[src/rtl/eeu_params.svh]
// Purpose: constants for the exception entry and return unit
// Assumes: status word holds mode in [4:0], T in [5], F in [6], I in [7]
// Notes: included by the unit and its package users
`ifndef EEU_PARAMS_SVH
`define EEU_PARAMS_SVH
// mode field codes
`define EEU_MODE_USR 5'h10
`define EEU_MODE_FIQ 5'h11
`define EEU_MODE_IRQ 5'h12
`define EEU_MODE_SVC 5'h13
`define EEU_MODE_ABT 5'h17
`define EEU_MODE_UND 5'h1B
`define EEU_MODE_SYS 5'h1F
// status word bit positions
`define EEU_BIT_T 5
`define EEU_BIT_F 6
`define EEU_BIT_I 7
`define EEU_MODE_MSB 4
// status after reset: supervisor, both masks set, T clear
`define EEU_PSR_RST 32'h000000D3
// vector bases and offsets
`define EEU_VBASE_LO 32'h00000000
`define EEU_VBASE_HI 32'hFFFF0000
`define EEU_VEC_RST 32'h00000000
`define EEU_VEC_UND 32'h00000004
`define EEU_VEC_SWI 32'h00000008
`define EEU_VEC_PREFETCH_ABORT_EXC 32'h0000000C
`define EEU_VEC_DATA_ABORT_EXC 32'h00000010
`define EEU_VEC_IRQ 32'h00000018
`define EEU_VEC_FIQ 32'h0000001C
// link offsets
`define EEU_LOFF_2 32'h00000002
`define EEU_LOFF_4 32'h00000004
`define EEU_LOFF_8 32'h00000008
// banked saved status slots and their indices
`define EEU_NBANK 5
`define EEU_BK_FIQ 3'h0
`define EEU_BK_IRQ 3'h1
`define EEU_BK_SVC 3'h2
`define EEU_BK_ABT 3'h3
`define EEU_BK_UND 3'h4
`endif

[src/rtl/eeu_pkg.sv]
// Purpose: types for the exception entry and return unit
// Assumes: nothing
// Notes: states are Gray coded along reset -> vector -> run
package eeu_pkg;
  typedef enum logic [3:0] {
    EXC_NONE = 4'h0,
    EXC_RST  = 4'h1,
    EXC_UND  = 4'h2,
    EXC_SWI  = 4'h3,
    EXC_PREFETCH_ABORT_EXC = 4'h4,
    EXC_DATA_ABORT_EXC = 4'h5,
    EXC_IRQ  = 4'h6,
    EXC_FIQ  = 4'h7,
    EXC_BREAKPOINT_INSTR = 4'h8
  } eeu_exc_t;
  typedef enum logic [1:0] {
    ST_RST = 2'h0,
    ST_VEC = 2'h1,
    ST_RUN = 2'h3
  } eeu_state_t;
endpackage

[src/rtl/eeu_unit.sv]
// Purpose: exception entry, vector redirect and status restore
// Assumes: pipeline strobes are synchronous one-cycle pulses
// Notes: entries are taken only at instruction end, in state run
`timescale 1ns/1ps
`include "eeu_params.svh"
module eeu_unit
  import eeu_pkg::*;
(
  input  wire logic        core_clk,             // core clock
  input  wire logic        nrst,                 // async reset, low active
  input  wire logic        clk_en,               // freezes state when low
  input  wire logic        high_vector_select,   // vector base choice
  input  wire logic        fast_irq_low_input,   // fast request, low active
  input  wire logic        normal_irq_low_input, // normal request, low active
  input  wire logic        fetch_done,           // end of instruction fetch
  input  wire logic        fetch_abort_input,    // fetch failed
  input  wire logic        pipe_adv,             // decode moves to execute
  input  wire logic        pipe_flush,           // branch flushes pipeline
  input  wire logic        data_done,            // end of data access
  input  wire logic        transfer_abort_input, // data access failed
  input  wire logic        instr_end,            // end of executing instruction
  input  wire logic        exec_valid,           // execute stage holds an instr
  input  wire logic        exec_pass,            // its condition passed
  input  wire logic        exec_swi,             // it is a software trap
  input  wire logic        exec_undefined_trap,           // it is undefined
  input  wire logic        exec_breakpoint_instr,            // it is a breakpoint
  input  wire logic [31:0] exec_addr,            // address of executing instr
  input  wire logic [31:0] next_pc,              // address of next, skipped instr
  input  wire logic        restore_req,          // flag-setting write to pc
  input  wire logic        psr_ctl_wr,           // write of status control byte
  input  wire logic [7:0]  psr_ctl_wdata,        // control byte data
  output logic [31:0]      current_status_word,  // current status
  output logic [31:0]      saved_status_word,    // saved status of current mode
  output logic             link_we,              // write mode link register
  output logic [4:0]       link_mode,            // mode of that link register
  output logic [31:0]      link_value,           // value to write
  output logic             redirect,             // fetch redirect pulse
  output logic [31:0]      redirect_addr,        // vector address
  output logic             fiq_bank_sel,         // fast banked regs in use while T is clear
  output logic             abandon               // kill executing instruction, high only in reset
);

  // bank slot of a privileged mode
  function automatic logic [2:0] bank_idx(input logic [4:0] m);
    case (m)
      `EEU_MODE_FIQ: bank_idx = `EEU_BK_FIQ;
      `EEU_MODE_IRQ: bank_idx = `EEU_BK_IRQ;
      `EEU_MODE_ABT: bank_idx = `EEU_BK_ABT;
      `EEU_MODE_UND: bank_idx = `EEU_BK_UND;
      default:       bank_idx = `EEU_BK_SVC;
    endcase
  endfunction

  // mode that has a saved status
  function automatic logic has_saved_status_word(input logic [4:0] m);
    has_saved_status_word = (m == `EEU_MODE_FIQ) || (m == `EEU_MODE_IRQ) ||
               (m == `EEU_MODE_SVC) || (m == `EEU_MODE_ABT) ||
               (m == `EEU_MODE_UND);
  endfunction

  function automatic logic [4:0] exc_mode(input eeu_exc_t e);
    case (e)
      EXC_UND:  exc_mode = `EEU_MODE_UND;
      EXC_PREFETCH_ABORT_EXC: exc_mode = `EEU_MODE_ABT;
      EXC_DATA_ABORT_EXC: exc_mode = `EEU_MODE_ABT;
      EXC_BREAKPOINT_INSTR: exc_mode = `EEU_MODE_ABT;
      EXC_IRQ:  exc_mode = `EEU_MODE_IRQ;
      EXC_FIQ:  exc_mode = `EEU_MODE_FIQ;
      default:  exc_mode = `EEU_MODE_SVC;
    endcase
  endfunction

  // vector offset of each exception
  function automatic logic [31:0] vec_off(input eeu_exc_t e);
    case (e)
      EXC_UND:  vec_off = `EEU_VEC_UND;
      EXC_SWI:  vec_off = `EEU_VEC_SWI;
      EXC_PREFETCH_ABORT_EXC: vec_off = `EEU_VEC_PREFETCH_ABORT_EXC;
      EXC_BREAKPOINT_INSTR: vec_off = `EEU_VEC_PREFETCH_ABORT_EXC;
      EXC_DATA_ABORT_EXC: vec_off = `EEU_VEC_DATA_ABORT_EXC;
      EXC_IRQ:  vec_off = `EEU_VEC_IRQ;
      EXC_FIQ:  vec_off = `EEU_VEC_FIQ;
      default:  vec_off = `EEU_VEC_RST;
    endcase
  endfunction

  // link offset by exception and instruction state
  function automatic logic [31:0] link_off(input eeu_exc_t e, input logic t);
    case (e)
      EXC_DATA_ABORT_EXC: link_off = `EEU_LOFF_8;
      EXC_SWI:  link_off = t ? `EEU_LOFF_2 : `EEU_LOFF_4;
      EXC_UND:  link_off = t ? `EEU_LOFF_2 : `EEU_LOFF_4;
      default:  link_off = `EEU_LOFF_4;
    endcase
  endfunction

  logic             rst_m_r;
  logic             rst_q;
  eeu_state_t       st_r;
  eeu_exc_t         exc_r;
  logic [31:0]      status_r;
  logic [31:0]      saved_status_word_r [`EEU_NBANK];
  logic             fiq_q_r;
  logic             irq_q_r;
  logic             tag_dec_r;
  logic             tag_exe_r;
  logic             data_abort_exc_pend_r;
  logic [31:0]      data_abort_exc_addr_r;
  logic [31:0]      saved_status_word_rd_r;
  logic             link_we_r;
  logic [4:0]       link_mode_r;
  logic [31:0]      link_val_r;
  logic             redirect_r;
  logic [31:0]      redirect_addr_r;
  logic             fiq_bank_r;
  logic             abandon_r;

  // reset release through two flip-flops
  always_ff @(posedge core_clk or negedge nrst)
  begin
    if (!nrst)
    begin
      rst_m_r <= 1'b0;
      rst_q   <= 1'b0;
    end
    else
    begin
      rst_m_r <= 1'b1;
      rst_q   <= rst_m_r;
    end
  end

  // decode of the pending exception
  wire [4:0]  cur_mode   = status_r[`EEU_MODE_MSB:0];
  wire        cur_t      = status_r[`EEU_BIT_T];
  wire        priv       = cur_mode != `EEU_MODE_USR;
  wire        exec_go    = exec_valid && exec_pass;
  wire        fiq_ok     = !status_r[`EEU_BIT_F] && !fiq_q_r;
  wire        irq_ok     = !status_r[`EEU_BIT_I] && !irq_q_r;
  wire        prefetch_abort_exc_ok    = exec_valid && tag_exe_r;
  wire eeu_exc_t exc_sel =
    data_abort_exc_pend_r            ? EXC_DATA_ABORT_EXC :
    fiq_ok                 ? EXC_FIQ  :
    irq_ok                 ? EXC_IRQ  :
    prefetch_abort_exc_ok                ? EXC_PREFETCH_ABORT_EXC :
    (exec_go && exec_breakpoint_instr) ? EXC_BREAKPOINT_INSTR :
    (exec_go && exec_undefined_trap)? EXC_UND  :
    (exec_go && exec_swi)  ? EXC_SWI  : EXC_NONE;
  wire        take       = (st_r == ST_RUN) && instr_end && (exc_sel != EXC_NONE);
  wire [4:0]  new_mode   = exc_mode(exc_sel);
  wire [31:0] link_base  = (exc_sel == EXC_DATA_ABORT_EXC) ? data_abort_exc_addr_r :
                           ((exc_sel == EXC_IRQ) || (exc_sel == EXC_FIQ)) ?
                           next_pc : exec_addr;
  wire [31:0] link_nxt   = link_base + link_off(exc_sel, cur_t);
  wire [31:0] vbase      = high_vector_select ? `EEU_VBASE_HI : `EEU_VBASE_LO;
  wire [31:0] saved_status_word_cur   = saved_status_word_r[bank_idx(cur_mode)];
  wire        do_restore = (st_r == ST_RUN) && !take && restore_req && has_saved_status_word(cur_mode);
  wire        do_ctl     = (st_r == ST_RUN) && !take && !restore_req && psr_ctl_wr && priv;
  wire [31:0] ctl_val    = {status_r[31:8], psr_ctl_wdata[7:6], cur_t, psr_ctl_wdata[4:0]};
  wire        f_nxt      = status_r[`EEU_BIT_F] || (exc_sel == EXC_FIQ);
  wire [31:0] entry_val  = {status_r[31:8], 1'b1, f_nxt, cur_t, new_mode};

  always_ff @(posedge core_clk)
  begin
    if (clk_en && take)
      saved_status_word_r[bank_idx(new_mode)] <= status_r;
  end

  // state, status word and outputs
  always_ff @(posedge core_clk or negedge rst_q)
  begin
    if (!rst_q)
    begin
      st_r            <= ST_RST;
      exc_r           <= EXC_RST;
      status_r        <= `EEU_PSR_RST;
      link_we_r       <= 1'b0;
      link_mode_r     <= `EEU_MODE_SVC;
      link_val_r      <= `EEU_VBASE_LO;
      redirect_r      <= 1'b0;
      redirect_addr_r <= `EEU_VBASE_LO;
      abandon_r       <= 1'b1;
    end
    else if (clk_en)
    begin
      link_we_r  <= 1'b0;
      redirect_r <= 1'b0;
      abandon_r  <= 1'b0;
      case (st_r)
        ST_RST:
        begin
          exc_r <= EXC_RST;
          st_r  <= ST_VEC;
        end
        ST_VEC:
        begin
          redirect_r      <= 1'b1;
          redirect_addr_r <= vbase | vec_off(exc_r);
          status_r[`EEU_BIT_T] <= 1'b0;
          st_r            <= ST_RUN;
        end
        ST_RUN:
        begin
          if (take)
          begin
            status_r    <= entry_val;
            exc_r       <= exc_sel;
            link_we_r   <= 1'b1;
            link_mode_r <= new_mode;
            link_val_r  <= link_nxt;
            st_r        <= ST_VEC;
          end
          else if (do_restore)
            status_r <= saved_status_word_cur;
          else if (do_ctl)
            status_r <= ctl_val;
        end
        default:
          st_r <= ST_RST;
      endcase
    end
  end

  // input capture, abort tags and readback
  always_ff @(posedge core_clk or negedge rst_q)
  begin
    if (!rst_q)
    begin
      fiq_q_r     <= 1'b1;
      irq_q_r     <= 1'b1;
      tag_dec_r   <= 1'b0;
      tag_exe_r   <= 1'b0;
      data_abort_exc_pend_r <= 1'b0;
      data_abort_exc_addr_r <= `EEU_VBASE_LO;
      saved_status_word_rd_r   <= `EEU_VBASE_LO;
      fiq_bank_r  <= 1'b0;
    end
    else if (clk_en)
    begin
      fiq_q_r   <= fast_irq_low_input;
      irq_q_r   <= normal_irq_low_input;
      saved_status_word_rd_r <= saved_status_word_cur;
      fiq_bank_r <= (cur_mode == `EEU_MODE_FIQ) && !cur_t;
      // fetch abort tag follows the instruction
      if (pipe_flush || take)
      begin
        tag_dec_r <= 1'b0;
        tag_exe_r <= 1'b0;
      end
      else
      begin
        if (fetch_done)
          tag_dec_r <= fetch_abort_input;
        if (pipe_adv)
          tag_exe_r <= tag_dec_r;
      end
      // transfer abort sampled; new event beats the clear
      if (data_done && transfer_abort_input)
      begin
        data_abort_exc_pend_r <= 1'b1;
        data_abort_exc_addr_r <= exec_addr;
      end
      else if (take && (exc_sel == EXC_DATA_ABORT_EXC))
        data_abort_exc_pend_r <= 1'b0;
    end
  end

  assign current_status_word = status_r;
  assign saved_status_word   = saved_status_word_rd_r;
  assign link_we             = link_we_r;
  assign link_mode           = link_mode_r;
  assign link_value          = link_val_r;
  assign redirect            = redirect_r;
  assign redirect_addr       = redirect_addr_r;
  assign fiq_bank_sel        = fiq_bank_r;
  assign abandon             = abandon_r;
endmodule

[config.mk]
export PLATFORM = sky130hd
export DESIGN_NAME = eeu_unit
export DESIGN_NICKNAME = d
export VERILOG_FILES = /design/src/rtl/eeu_pkg.sv /design/src/rtl/eeu_unit.sv
export VERILOG_INCLUDE_DIRS = /design/src /design/src/rtl
export SDC_FILE = /design/constraint.sdc
export NUM_CORES = 1
export LEC_CHECK = 0
export BUFFER_PORTS_ARGS = -buffer_cell sky130_fd_sc_hd__buf_2
export CAP_MARGIN = 20
export CORE_MARGIN = 5
export CORE_UTILIZATION = 51
export DETAILED_ROUTE_END_ITERATION = 6
export PLACE_DENSITY = 0.76
export SLEW_MARGIN = 20
export SYNTH_ARGS = -nofsm -noshare
export SYNTH_HDL_FRONTEND = slang
export SYNTH_SLANG_ARGS = --single-unit
[constraint.sdc]
create_clock -name core_clk -period 4.9 [get_ports core_clk]
set_clock_uncertainty 0.2 [all_clocks]
set_input_delay 0.98 -clock core_clk [delete_from_list [all_inputs] [get_ports core_clk]]
set_output_delay 0.98 -clock core_clk [all_outputs]
set_load 0.03 [all_outputs]
==> metrics.txt, run 1 <==
Synth Area in Compound Gates 0.1279; via count between 9000 and 10000; Hold Buf Count CTS 0; R2R Setup Slk ~0.86 ns; FMAX 247.5 MHz; Synth area leader edfxtp_1; Total GRT Usage 0.2145; clock buffer depth 3; top sig layer met5; Post-CTS Resized 0; clock sinks 313; part of the Yosys area used for sequential elements 0.6241; most common cell after layout, fill and taps aside buf_2; crit path time final a little over 4 ns; RSZ-0062 raised after global routing false; most used cell, CP a21oi_1; Final Non-Filler Cells between 1500 and 2000; leak pwr around 6.8 nW; Die Area around 0.03 sq mm; Post-route DRC 0; Clock Latency Late Sink roughly 0.51 ns; Worst Reg-to-Reg Cells 13; max cap viols 0; initial cell density of the core 0.5155; global-route wire length before repair approximately 53 mm; final setup vio count 0; per-cell routed wire length around 19 um; Synth Warn # 0; number of flops mapped to enable cells by yosys 160; Synth top area share 0.3468; slew margin rel. 0.3205; synthesized area ~0.014 sq mm; IO Pins 229; routed length on met2 16.38 mm; Yosys cell types 67; worst-path cell chain o2bb2ai_1 > nor3b_1 > and3_1 > and2_1 > nor2_1 > ha_1 > a21oi_1 > a21oi_1 > o21ai_0 > nor4_4 > nand2_1 > or4_1 > a31oi_1; DR vias/cell roughly 5.7; post-synthesis mux area share 0.07143; CTS tree yes; ys async rst share 0.4888; Die Y around 170 um; GR Overflow Total 0; met3 WL ~2.4 mm; cells after synthesis between 1000 and 1500; setup TNS 0 ns; Layout area overhead 18.27%; hpwl dp between 20 and 25 mm; share of cells above drive strength 1 0.2639; fin nets about 1500; RePlAce Congestion a little over 0.8; initial antenna violation count 4; Hold/Removal Path Class in -> async; commonest non-fill, non-tap cells in the layout 213 x buf_2, 160 x edfxtp_1, 150 x nor2_1; Fin Hold WS around 0.057 ns; status finished clean; Simple-Gate Fraction of Synth Area 0.1150; wirelength, routed 33.20 mm; FF+latch count, synth around 310; Cell Rows 60; adder-cell share of the synthesized area 0.005960; largest net degree at the start of global routing 87; PwrDens about 630 mW/mm^2; CTS root buf clkbuf_16; initial DRC count around 850; Synth Area in XOR/XNOR 0.01454; Max Transition Viols Final 0; vias in the first global route just over 10000; Worst path max stage delay between 0.6 and 0.7 ns; Avg Inst Size Synth ~12 sq um; largest family of logic cells by synthesized area compound AO/OA/AOI/OAI gates; crit path DAT around 4.3 ns; Least-Margin Pin Slew approximately 1.0 ns; FF-to-FF End link_value[30]; Post-synth top flop edfxtp_1; CTS H-tree depth 2; # Post-CTS Setup Buffers 0; antenna-violating nets left 0; final hold viol count 0; drt first pass iters 5; CP Class reg -> reg; Final Util 0.6097; CTS clk-pin slew, worst paths roughly 0.060 ns; Worst Setup Start Kind flop; slowest stage cell, crit path dfstp_2; Final period util 0.8247; placed cell count approximately 1700; Worst IR Drop VDD 0.3820 mV; Crit. End Element flop; CP required between 5 and 6 ns; M1 wire length 13.80 mm; Die X 174.8 um; CP max FO 10; core region area roughly 0.027 sq mm; CTS buffer count 34; Area contributors post-synth edfxtp_1 35%, dfrtp_1 26%, nor2_1 4.1%; Port Buffers 213; R2R Path Start current_status_word[7]
==> cells in the mapped netlist (8+ instances only) <==
cell type  instances
dfrtp_1          142
o31ai_1           11
a2111oi_0         25
nand3_1           15
nand2b_1          14
edfxtp_1         160
mux2_2            39
inv_1              9
a21oi_1          106
buf_4             33
o21ai_0           49
xor2_1            10
and3_1             8
o2111ai_1         11
nor2_1           152
dfstp_2           11
xnor2_1           13
clkbuf_1          57
nand2_1           99
mux2i_1           55
a31oi_1           17
==> layer usage <==
metal  track usage  vias to the layer above
met1        0.2754                     4874
met4       0.05139                        2
met3       0.05539                       62
li1              -                     4635
met2        0.3680                      331
met5             0                        -
==> through the flow <==
stage | setup slack (ns) | power [mW] | cell area (sq um)
floorplan | 0.1405 | 6.668 | 13920
global placement | 0.4708 | 7.667 | 15210
detailed placement | 0.3803 | 7.776 | 15210
CTS | 0.8265 | 10.36 | 16350
global route | 0.5396 | 10.91 | 16380
finish | 0.8591 | 10.31 | 16390
==> cell families (layout without fill, tap and decap cells) <==
logic type	after synthesis	after routing
and+or+nand+nor	347	347
muxes	94	94
AOI/OAI and AO/OA	277	277
buffers and inverters	110	312
DFF	313	313
xor gates and xnor gates	23	23
adders and majority gates	6	6
other	2	20
==> worst max-delay path: cells and delay by family, from the launching register on <==
kind                     cells  cell delay (ns)
AND/OR/NAND/NOR              7             1.95
AO/OA/AOI/OAI                5             0.79
flip-flops                   1             0.66
adder cells (fa/ha/maj)      1             0.33
==> sequential cells by signal (all words and copies together) (netlist names), 2 cells and up <==
register / flops
saved_status_word: 32
exc_r: 4
redirect_addr: 4
data_abort_exc_addr_r: 32
link_mode: 4
current_status_word: 32
saved_status_word_r: 160
st_r: 2
link_value: 32
==> worst max path at each step <==
stage | depth (start not counted) | slack, ns | end | startpoint
floorplan | 0 | 0.14 | current_status_word[10] | rst_q
global placement | 14 | 0.47 | link_value[24] | exec_valid
detailed placement | 14 | 0.38 | link_value[30] | exec_valid
CTS | 13 | 0.83 | link_value[30] | current_status_word[7]
global route | 13 | 0.54 | link_value[24] | current_status_word[7]
finish | 13 | 0.86 | link_value[30] | current_status_word[7]
==> layout make-up <==
type	instances	area (sq um)
fill	2120	10490
clock buffer	44	919.6
timing repair buffer	241	1334
clock inverter	18	214.0
sequential	313	8652
antenna	5	12.51
tap	341	426.7
inverter	9	33.78
multi-input combinational	762	4795
==> report_power, final <==
part	switching, mW	internal, mW	total (mW)
Clock	1.02	1.55	2.57
Sequential	0.547	3.45	4.00
Combinational	2.53	1.22	3.74
Total	4.09	6.22	10.3
(Power assumes the default switching activity.)
==> inputs of run 2 (changes only) <==
--- a/config.mk
+++ b/config.mk
@@ -9,9 +9,9 @@
 export BUFFER_PORTS_ARGS = -buffer_cell sky130_fd_sc_hd__buf_2
 export CAP_MARGIN = 20
 export CORE_MARGIN = 5
-export CORE_UTILIZATION = 51
+export CORE_UTILIZATION = 57
 export DETAILED_ROUTE_END_ITERATION = 6
-export PLACE_DENSITY = 0.76
+export PLACE_DENSITY = 0.81
 export SLEW_MARGIN = 20
 export SYNTH_ARGS = -nofsm -noshare
 export SYNTH_HDL_FRONTEND = slang
==> constraint.sdc (replaced) <==
create_clock -name core_clk -period 4.2 [get_ports core_clk]
set_clock_uncertainty 0.2 [all_clocks]
set_input_delay 0.84 -clock core_clk [delete_from_list [all_inputs] [get_ports core_clk]]
set_output_delay 0.84 -clock core_clk [all_outputs]
set_load 0.03 [all_outputs]
==> metrics.txt, run 2 (synthesized netlist as in run 1, its figures left out) <==
status finished clean (unchanged); antenna-violating nets left 0 (unchanged); Die Y 165.9 um (was 174.8 um); Post-route DRC 0 (unchanged); RePlAce Congestion 0.8530 (was 0.8206); fin nets 1471 (was 1459); Largest register FFs 160 (unchanged); commonest non-fill, non-tap cells in the layout 213 x buf_2, 160 x edfxtp_1, 150 x nor2_1 (unchanged); RSZ-0062 raised after global routing false (unchanged); clock buffer depth 3 (unchanged); GR Overflow Total 0 (unchanged); Port Buffers 213 (unchanged); worst setup path startpoint current_status_word[6] (was current_status_word[7]); IO Pins 229 (unchanged); Worst Setup Start Kind flop (unchanged); wirelength, routed 33.36 mm (was 33.20 mm); Hold/Removal Path Class reg -> reg (was in -> async); Crit. End Element flop (unchanged); Reg with most FFs saved_status_word_r (unchanged); CTS root buf clkbuf_16 (unchanged); crit path time final 3.890 ns (was 4.041 ns); Finished Cell Area 0.01642 sq mm (was 0.01639 sq mm); setup TNS 0 ns (unchanged); Final Non-Filler Cells 1724 (was 1733); FMAX 257.0 MHz (was 247.5 MHz); Die X 165.9 um (was 174.8 um); CP required 4.48 ns (was 5.12 ns); final setup vio count 0 (unchanged); Min-Delay Startpoint rst_m_r; drt first pass iters 5 (unchanged); CTS H-tree depth 1 (was 2); largest net degree at the start of global routing 62 (was 87); max cap viols 0 (unchanged); core region area 0.02411 sq mm (was 0.02688 sq mm); crit path DAT 4.17 ns (was 4.26 ns); Final period util 0.9263 (was 0.8247); global-route wire length before repair 54.04 mm (was 53.13 mm); Post-DP Area 0.01533 sq mm (was 0.01521 sq mm); most common cell after layout, fill and taps aside buf_2 (unchanged); Layout area overhead 18.51% (was 18.27%); PwrDens 728.5 mW/mm^2 (was 629.2 mW/mm^2); final hold viol count 0 (unchanged); hpwl dp 21.94 mm (was 21.44 mm); Cell Rows 57 (was 60); Worst IR Drop VDD 0.4149 mV (was 0.3820 mV); CTS clk-pin slew, worst paths 0.06 ns (about the same); R2R Path Start current_status_word[6] (was current_status_word[7]); slew margin rel. 0.3507 (was 0.3205); area of the multi-input gates 0.004800 sq mm (was 0.004795 sq mm); via count 10080 (was 9904); initial antenna violation count 4 (unchanged); Filler cells 1759 (was 2120); Clock Latency Late Sink 0.57 ns (was 0.51 ns); DR vias/cell 5.847 (was 5.715); CP max FO 13 (was 10); R2R Setup Slk 0.31 ns (was 0.86 ns); leak pwr 6.833 nW (was 6.788 nW); CTS tree yes (unchanged); per-cell routed wire length 19.35 um (was 19.16 um); initial cell density of the core 0.5748 (was 0.5155); vias in the first global route 10150 (was 10060); CP Class reg -> reg (unchanged); Total GRT Usage 0.2385 (was 0.2145); Max Transition Viols Final 0 (unchanged); Fin Hold WS 0.1507 ns (was 0.05710 ns); Least-Margin Pin Slew 0.9739 ns (was 1.019 ns); clock sinks 313 (unchanged); CTS buffer count 31 (was 34); Die Area 0.02753 sq mm (was 0.03056 sq mm); placed cell count 1663 (was 1665); share of cells above drive strength 1 0.2704 (was 0.2639); Sequential Area 0.008656 sq mm (was 0.008652 sq mm); initial DRC count 654 (was 849)
## run 2: cell types whose count changed in the layout (fill, tap and decap cells not counted), moves of 2 or more
cell       previous run  this run
buf_12                3         5
buf_4                24        37
clkinv_8              2         0
clkbuf_16            35        31
clkbuf_8              1         3
diode_2               5         2
## run 2: final timing paths
path                                       endpoint  cells past startpoint
hold reg to reg                               rst_q                      0
setup / recovery                     link_value[26]                     13
min in group asynchronous  data_abort_exc_addr_r[2]                      0
hold / removal                                rst_q                      0
max in group asynchronous              link_mode[0]                      1
setup reg to reg                     link_value[26]                     13
## run 2: metrics by stage
step | utilization | setup WS, ns | total power, mW
after floorplan | - | -0.1108 | 7.784
after global placement | 0.6359 | 0.05167 | 8.977
after detailed placement | 0.6359 | -0.07523 | 9.135
after CTS | 0.6806 | 0.2233 | 12.05
after global routing | 0.6811 | 0.06413 | 12.64
final | 0.6812 | 0.3095 | 11.96
## run 2: area by class of cell
class	instances	area share
Antenna cell	2	0.0003048
Clock buffer	41	0.05136
Tap cell	324	0.02469
Timing Repair Buffer	256	0.08854
Clock inverter	17	0.01364
Multi-Input combinational cell	762	0.2923
Sequential cell	313	0.5271
Inverter	9	0.002057
## run 2: power breakdown
group	total, mW	internal, mW	switching [mW]	leakage, nW
Combinational	4.44	1.43	3.01	3.01
Sequential	4.65	4.03	0.618	3.29
Clock	2.87	1.72	1.15	0.526
Total	12.0	7.18	4.78	6.83
## run 2: repair_timing
action / in CTS / in global routing
hold buffers: 1 / 0
resized for setup: 0 / 2
hold endpoints to repair: 2 / 0
setup buffers: 0 / 0
setup endpoints to repair: 0 / 4
## run 2: critical path, cell delays in order (launching register included)
cell and delay [ns]:
dfstp_4 0.73, o21bai_1 0.14, nor3b_2 0.21, and3_1 0.22, and2_1 0.19, nor2_1 0.07, ha_1 0.30, a21oi_1 0.07
a21oi_1 0.11, o21ai_0 0.21, nor4_4 0.39, nand2_1 0.19, or4_1 0.58, a31oi_1 0.18
## run 2: routing by layer
| layer | up-vias | wire length [um] | track usage |
|---|---|---|---|
| li1 | 4658 | - | - |
| met1 | 4965 | 13090 | 0.3041 |
| met4 | 6 | 592 | 0.05488 |
| met2 | 393 | 16900 | 0.4167 |
| met5 | - | 34 | 0 |
| met3 | 59 | 2745 | 0.05761 |
==> inputs of run 3 (changes only) <==
--- a/config.mk
+++ b/config.mk
@@ -12,6 +12,7 @@
 export CORE_UTILIZATION = 57
 export DETAILED_ROUTE_END_ITERATION = 6
 export PLACE_DENSITY = 0.81
+export REMOVE_ABC_BUFFERS = 1
 export SLEW_MARGIN = 20
 export SYNTH_ARGS = -nofsm -noshare
 export SYNTH_HDL_FRONTEND = slang
==> metrics.txt, run 3 (synthesized netlist as in run 1, its figures left out) <==
status finished clean (unchanged); global-route wire length before repair 55.67 mm (was 54.04 mm); per-cell routed wire length 19.98 um (was 19.35 um); # Post-CTS Setup Buffers 0 (unchanged); Die X 165.9 um (unchanged); Cell Rows 57 (unchanged); CTS buffer count 34 (was 31); Worst Setup Start Kind flop (unchanged); PwrDens 741.9 mW/mm^2 (was 728.5 mW/mm^2); Worst Reg-to-Reg Cells 13 (unchanged); CP required 4.43 ns (was 4.48 ns); slowest stage cell, crit path dfstp_2 (was dfstp_4); most used cell, CP a21oi_1 (unchanged); Filler cells 1774 (was 1759); commonest non-fill, non-tap cells in the layout 213 x buf_2, 160 x edfxtp_1, 150 x nor2_1 (unchanged); worst-path cell chain o21bai_1 > nor3b_1 > and3_1 > and2_1 > nor2_1 > ha_1 > a21oi_1 > a21oi_1 > o21ai_0 > nor4_4 > nand2_2 > or4_1 > a31oi_1 (was o21bai_1 > nor3b_2 > and3_1 > and2_1 > nor2_1 > ha_1 > a21oi_1 > a21oi_1 > o21ai_0 > nor4_4 > nand2_1 > or4_1 > a31oi_1); worst path bufs/invs 0 (unchanged); Post-route DRC 0 (unchanged); clock sinks 313 (unchanged); CTS H-tree depth 2 (was 1); final setup vio count 0 (unchanged); GR Overflow Total 0 (unchanged); Max Transition Viols Final 0 (unchanged); Overall Power 12.18 mW (was 11.96 mW); Largest register FFs 160 (unchanged); initial DRC count 793 (was 654); Least-Margin Pin Slew 0.9821 ns (was 0.9739 ns); fin nets 1469 (was 1471); vias in the first global route 10460 (was 10150); hpwl dp 22.48 mm (was 21.94 mm); DR vias/cell 5.844 (was 5.847); crit path DAT 4.10 ns (was 4.17 ns); FMAX 258.0 MHz (was 257.0 MHz); Die Y 165.9 um (unchanged); initial cell density of the core 0.5748 (unchanged); share of cells above drive strength 1 0.2663 (was 0.2704); Die Area 0.02753 sq mm (unchanged); Min-Delay Startpoint rst_m_r (unchanged); Worst path max stage delay 0.70 ns (was 0.73 ns); leak pwr 6.832 nW (was 6.833 nW); Total GRT Usage 0.2464 (was 0.2385); most common cell after layout, fill and taps aside buf_2 (unchanged); Min-Delay Endpoint rst_q (unchanged); IO Pins 229 (unchanged); slew margin rel. 0.3408 (was 0.3507); CTS root buf clkbuf_16 (unchanged); Clock Latency Late Sink 0.51 ns (was 0.57 ns); Hold/Removal Path Class reg -> reg (unchanged); CP Class reg -> reg (unchanged); Crit. End Element flop (unchanged); initial antenna violation count 2 (was 4); Worst Hold Depth 0 (unchanged); CP max FO 13 (unchanged); RePlAce Congestion 0.8686 (was 0.8530); Reg with most FFs saved_status_word_r (unchanged); largest net degree at the start of global routing 94 (was 62); CTS clk-pin slew, worst paths 0.06 ns (about the same); delay-heaviest family, CP simple AND/OR/NAND/NOR gates (unchanged); core region area 0.02411 sq mm (unchanged); Final period util 0.9227 (was 0.9263); R2R Path Start current_status_word[6] (unchanged); antenna-violating nets left 0 (unchanged); Port Buffers 213 (unchanged); drt first pass iters 5 (unchanged); final hold viol count 0 (unchanged); R2R Setup Slk 0.32 ns (was 0.31 ns); Layout area overhead 18.46% (was 18.51%); Worst IR Drop VDD 0.4498 mV (was 0.4149 mV); setup TNS 0 ns (unchanged); clock buffer depth 3 (unchanged); crit path time final 3.875 ns (was 3.890 ns); RSZ-0062 raised after global routing false (unchanged); CTS tree yes (unchanged); FF-to-FF End link_value[24] (was link_value[26]); via count 10070 (was 10080); max cap viols 0 (unchanged); wirelength, routed 34.42 mm (was 33.36 mm)
[run 3: what timing repair did]
| action | CTS | global route |
|---|---|---|
| hold endpoints to repair | 2 | 0 |
| resized for setup | 0 | 1 |
| hold buffers | 1 | 0 |
| setup endpoints to repair | 0 | 3 |
[run 3: worst register-to-register path: stages (launching register included)]
cell and delay, ns:
dfstp_2 0.70, o21bai_1 0.15, nor3b_1 0.27, and3_1 0.25, and2_1 0.17, nor2_1 0.08
ha_1 0.32, a21oi_1 0.07, a21oi_1 0.13, o21ai_0 0.17, nor4_4 0.34, nand2_2 0.19
or4_1 0.57, a31oi_1 0.19
[run 3: cell type report]
type / instances / area (sq um) / area share
sequential: 313 / 8652 / 0.5271
tap: 324 / 405.4 / 0.02470
clock inverter: 10 / 148.9 / 0.009072
clock buffer: 52 / 1012 / 0.06167
inverter: 9 / 33.78 / 0.002058
timing repair buffer: 251 / 1379 / 0.08401
antenna: 2 / 5.005 / 0.0003049
multi-input combinational: 762 / 4777 / 0.2911
[run 3: worst max path at each step]
stage / slack (ns) / endpoint / startpoint / depth (start not counted)
2_1_floorplan: -2.77 / saved_status_word_r[2][0] / data_abort_exc_pend_r / 5
3_3_place_gp: 0.01 / link_value[24] / exec_breakpoint_instr / 14
3_5_place_dp: -0.10 / link_value[30] / exec_breakpoint_instr / 14
4_1_cts: 0.18 / link_value[24] / current_status_word[6] / 13
5_1_grt: 0.11 / link_value[24] / current_status_word[6] / 13
6_report: 0.32 / link_value[24] / current_status_word[6] / 13
[run 3: where the power goes]
group	switching, mW	leakage [nW]	total (mW)	internal, mW
combinational	3.03	2.98	4.45	1.43
sequential	0.611	3.29	4.64	4.03
clock	1.17	0.561	3.08	1.91
total	4.81	6.83	12.2	7.36
[run 3: routing by layer]
metal,vias up,track usage,share of wire
met5,-,0,0.00078
met4,4,0.07066,0.025
met3,79,0.06332,0.081
met2,376,0.4212,0.50
met1,4949,0.3137,0.39
li1,4662,-,-
[run 3: metrics by stage]
stage                     cells  area [sq um]  worst slack (ns)  utilization  hold WS, ns
after floorplan            1084         13380            -2.774            -       0.1312
after global placement     1658         15230           0.01126       0.6320       0.1378
after detailed placement   1658         15230           -0.1018       0.6320       0.1355
after CTS                  1721         16410            0.1778       0.6806       0.1483
after global routing       1721         16410            0.1117       0.6807       0.1624
final                      1723         16410            0.3245       0.6809       0.1464
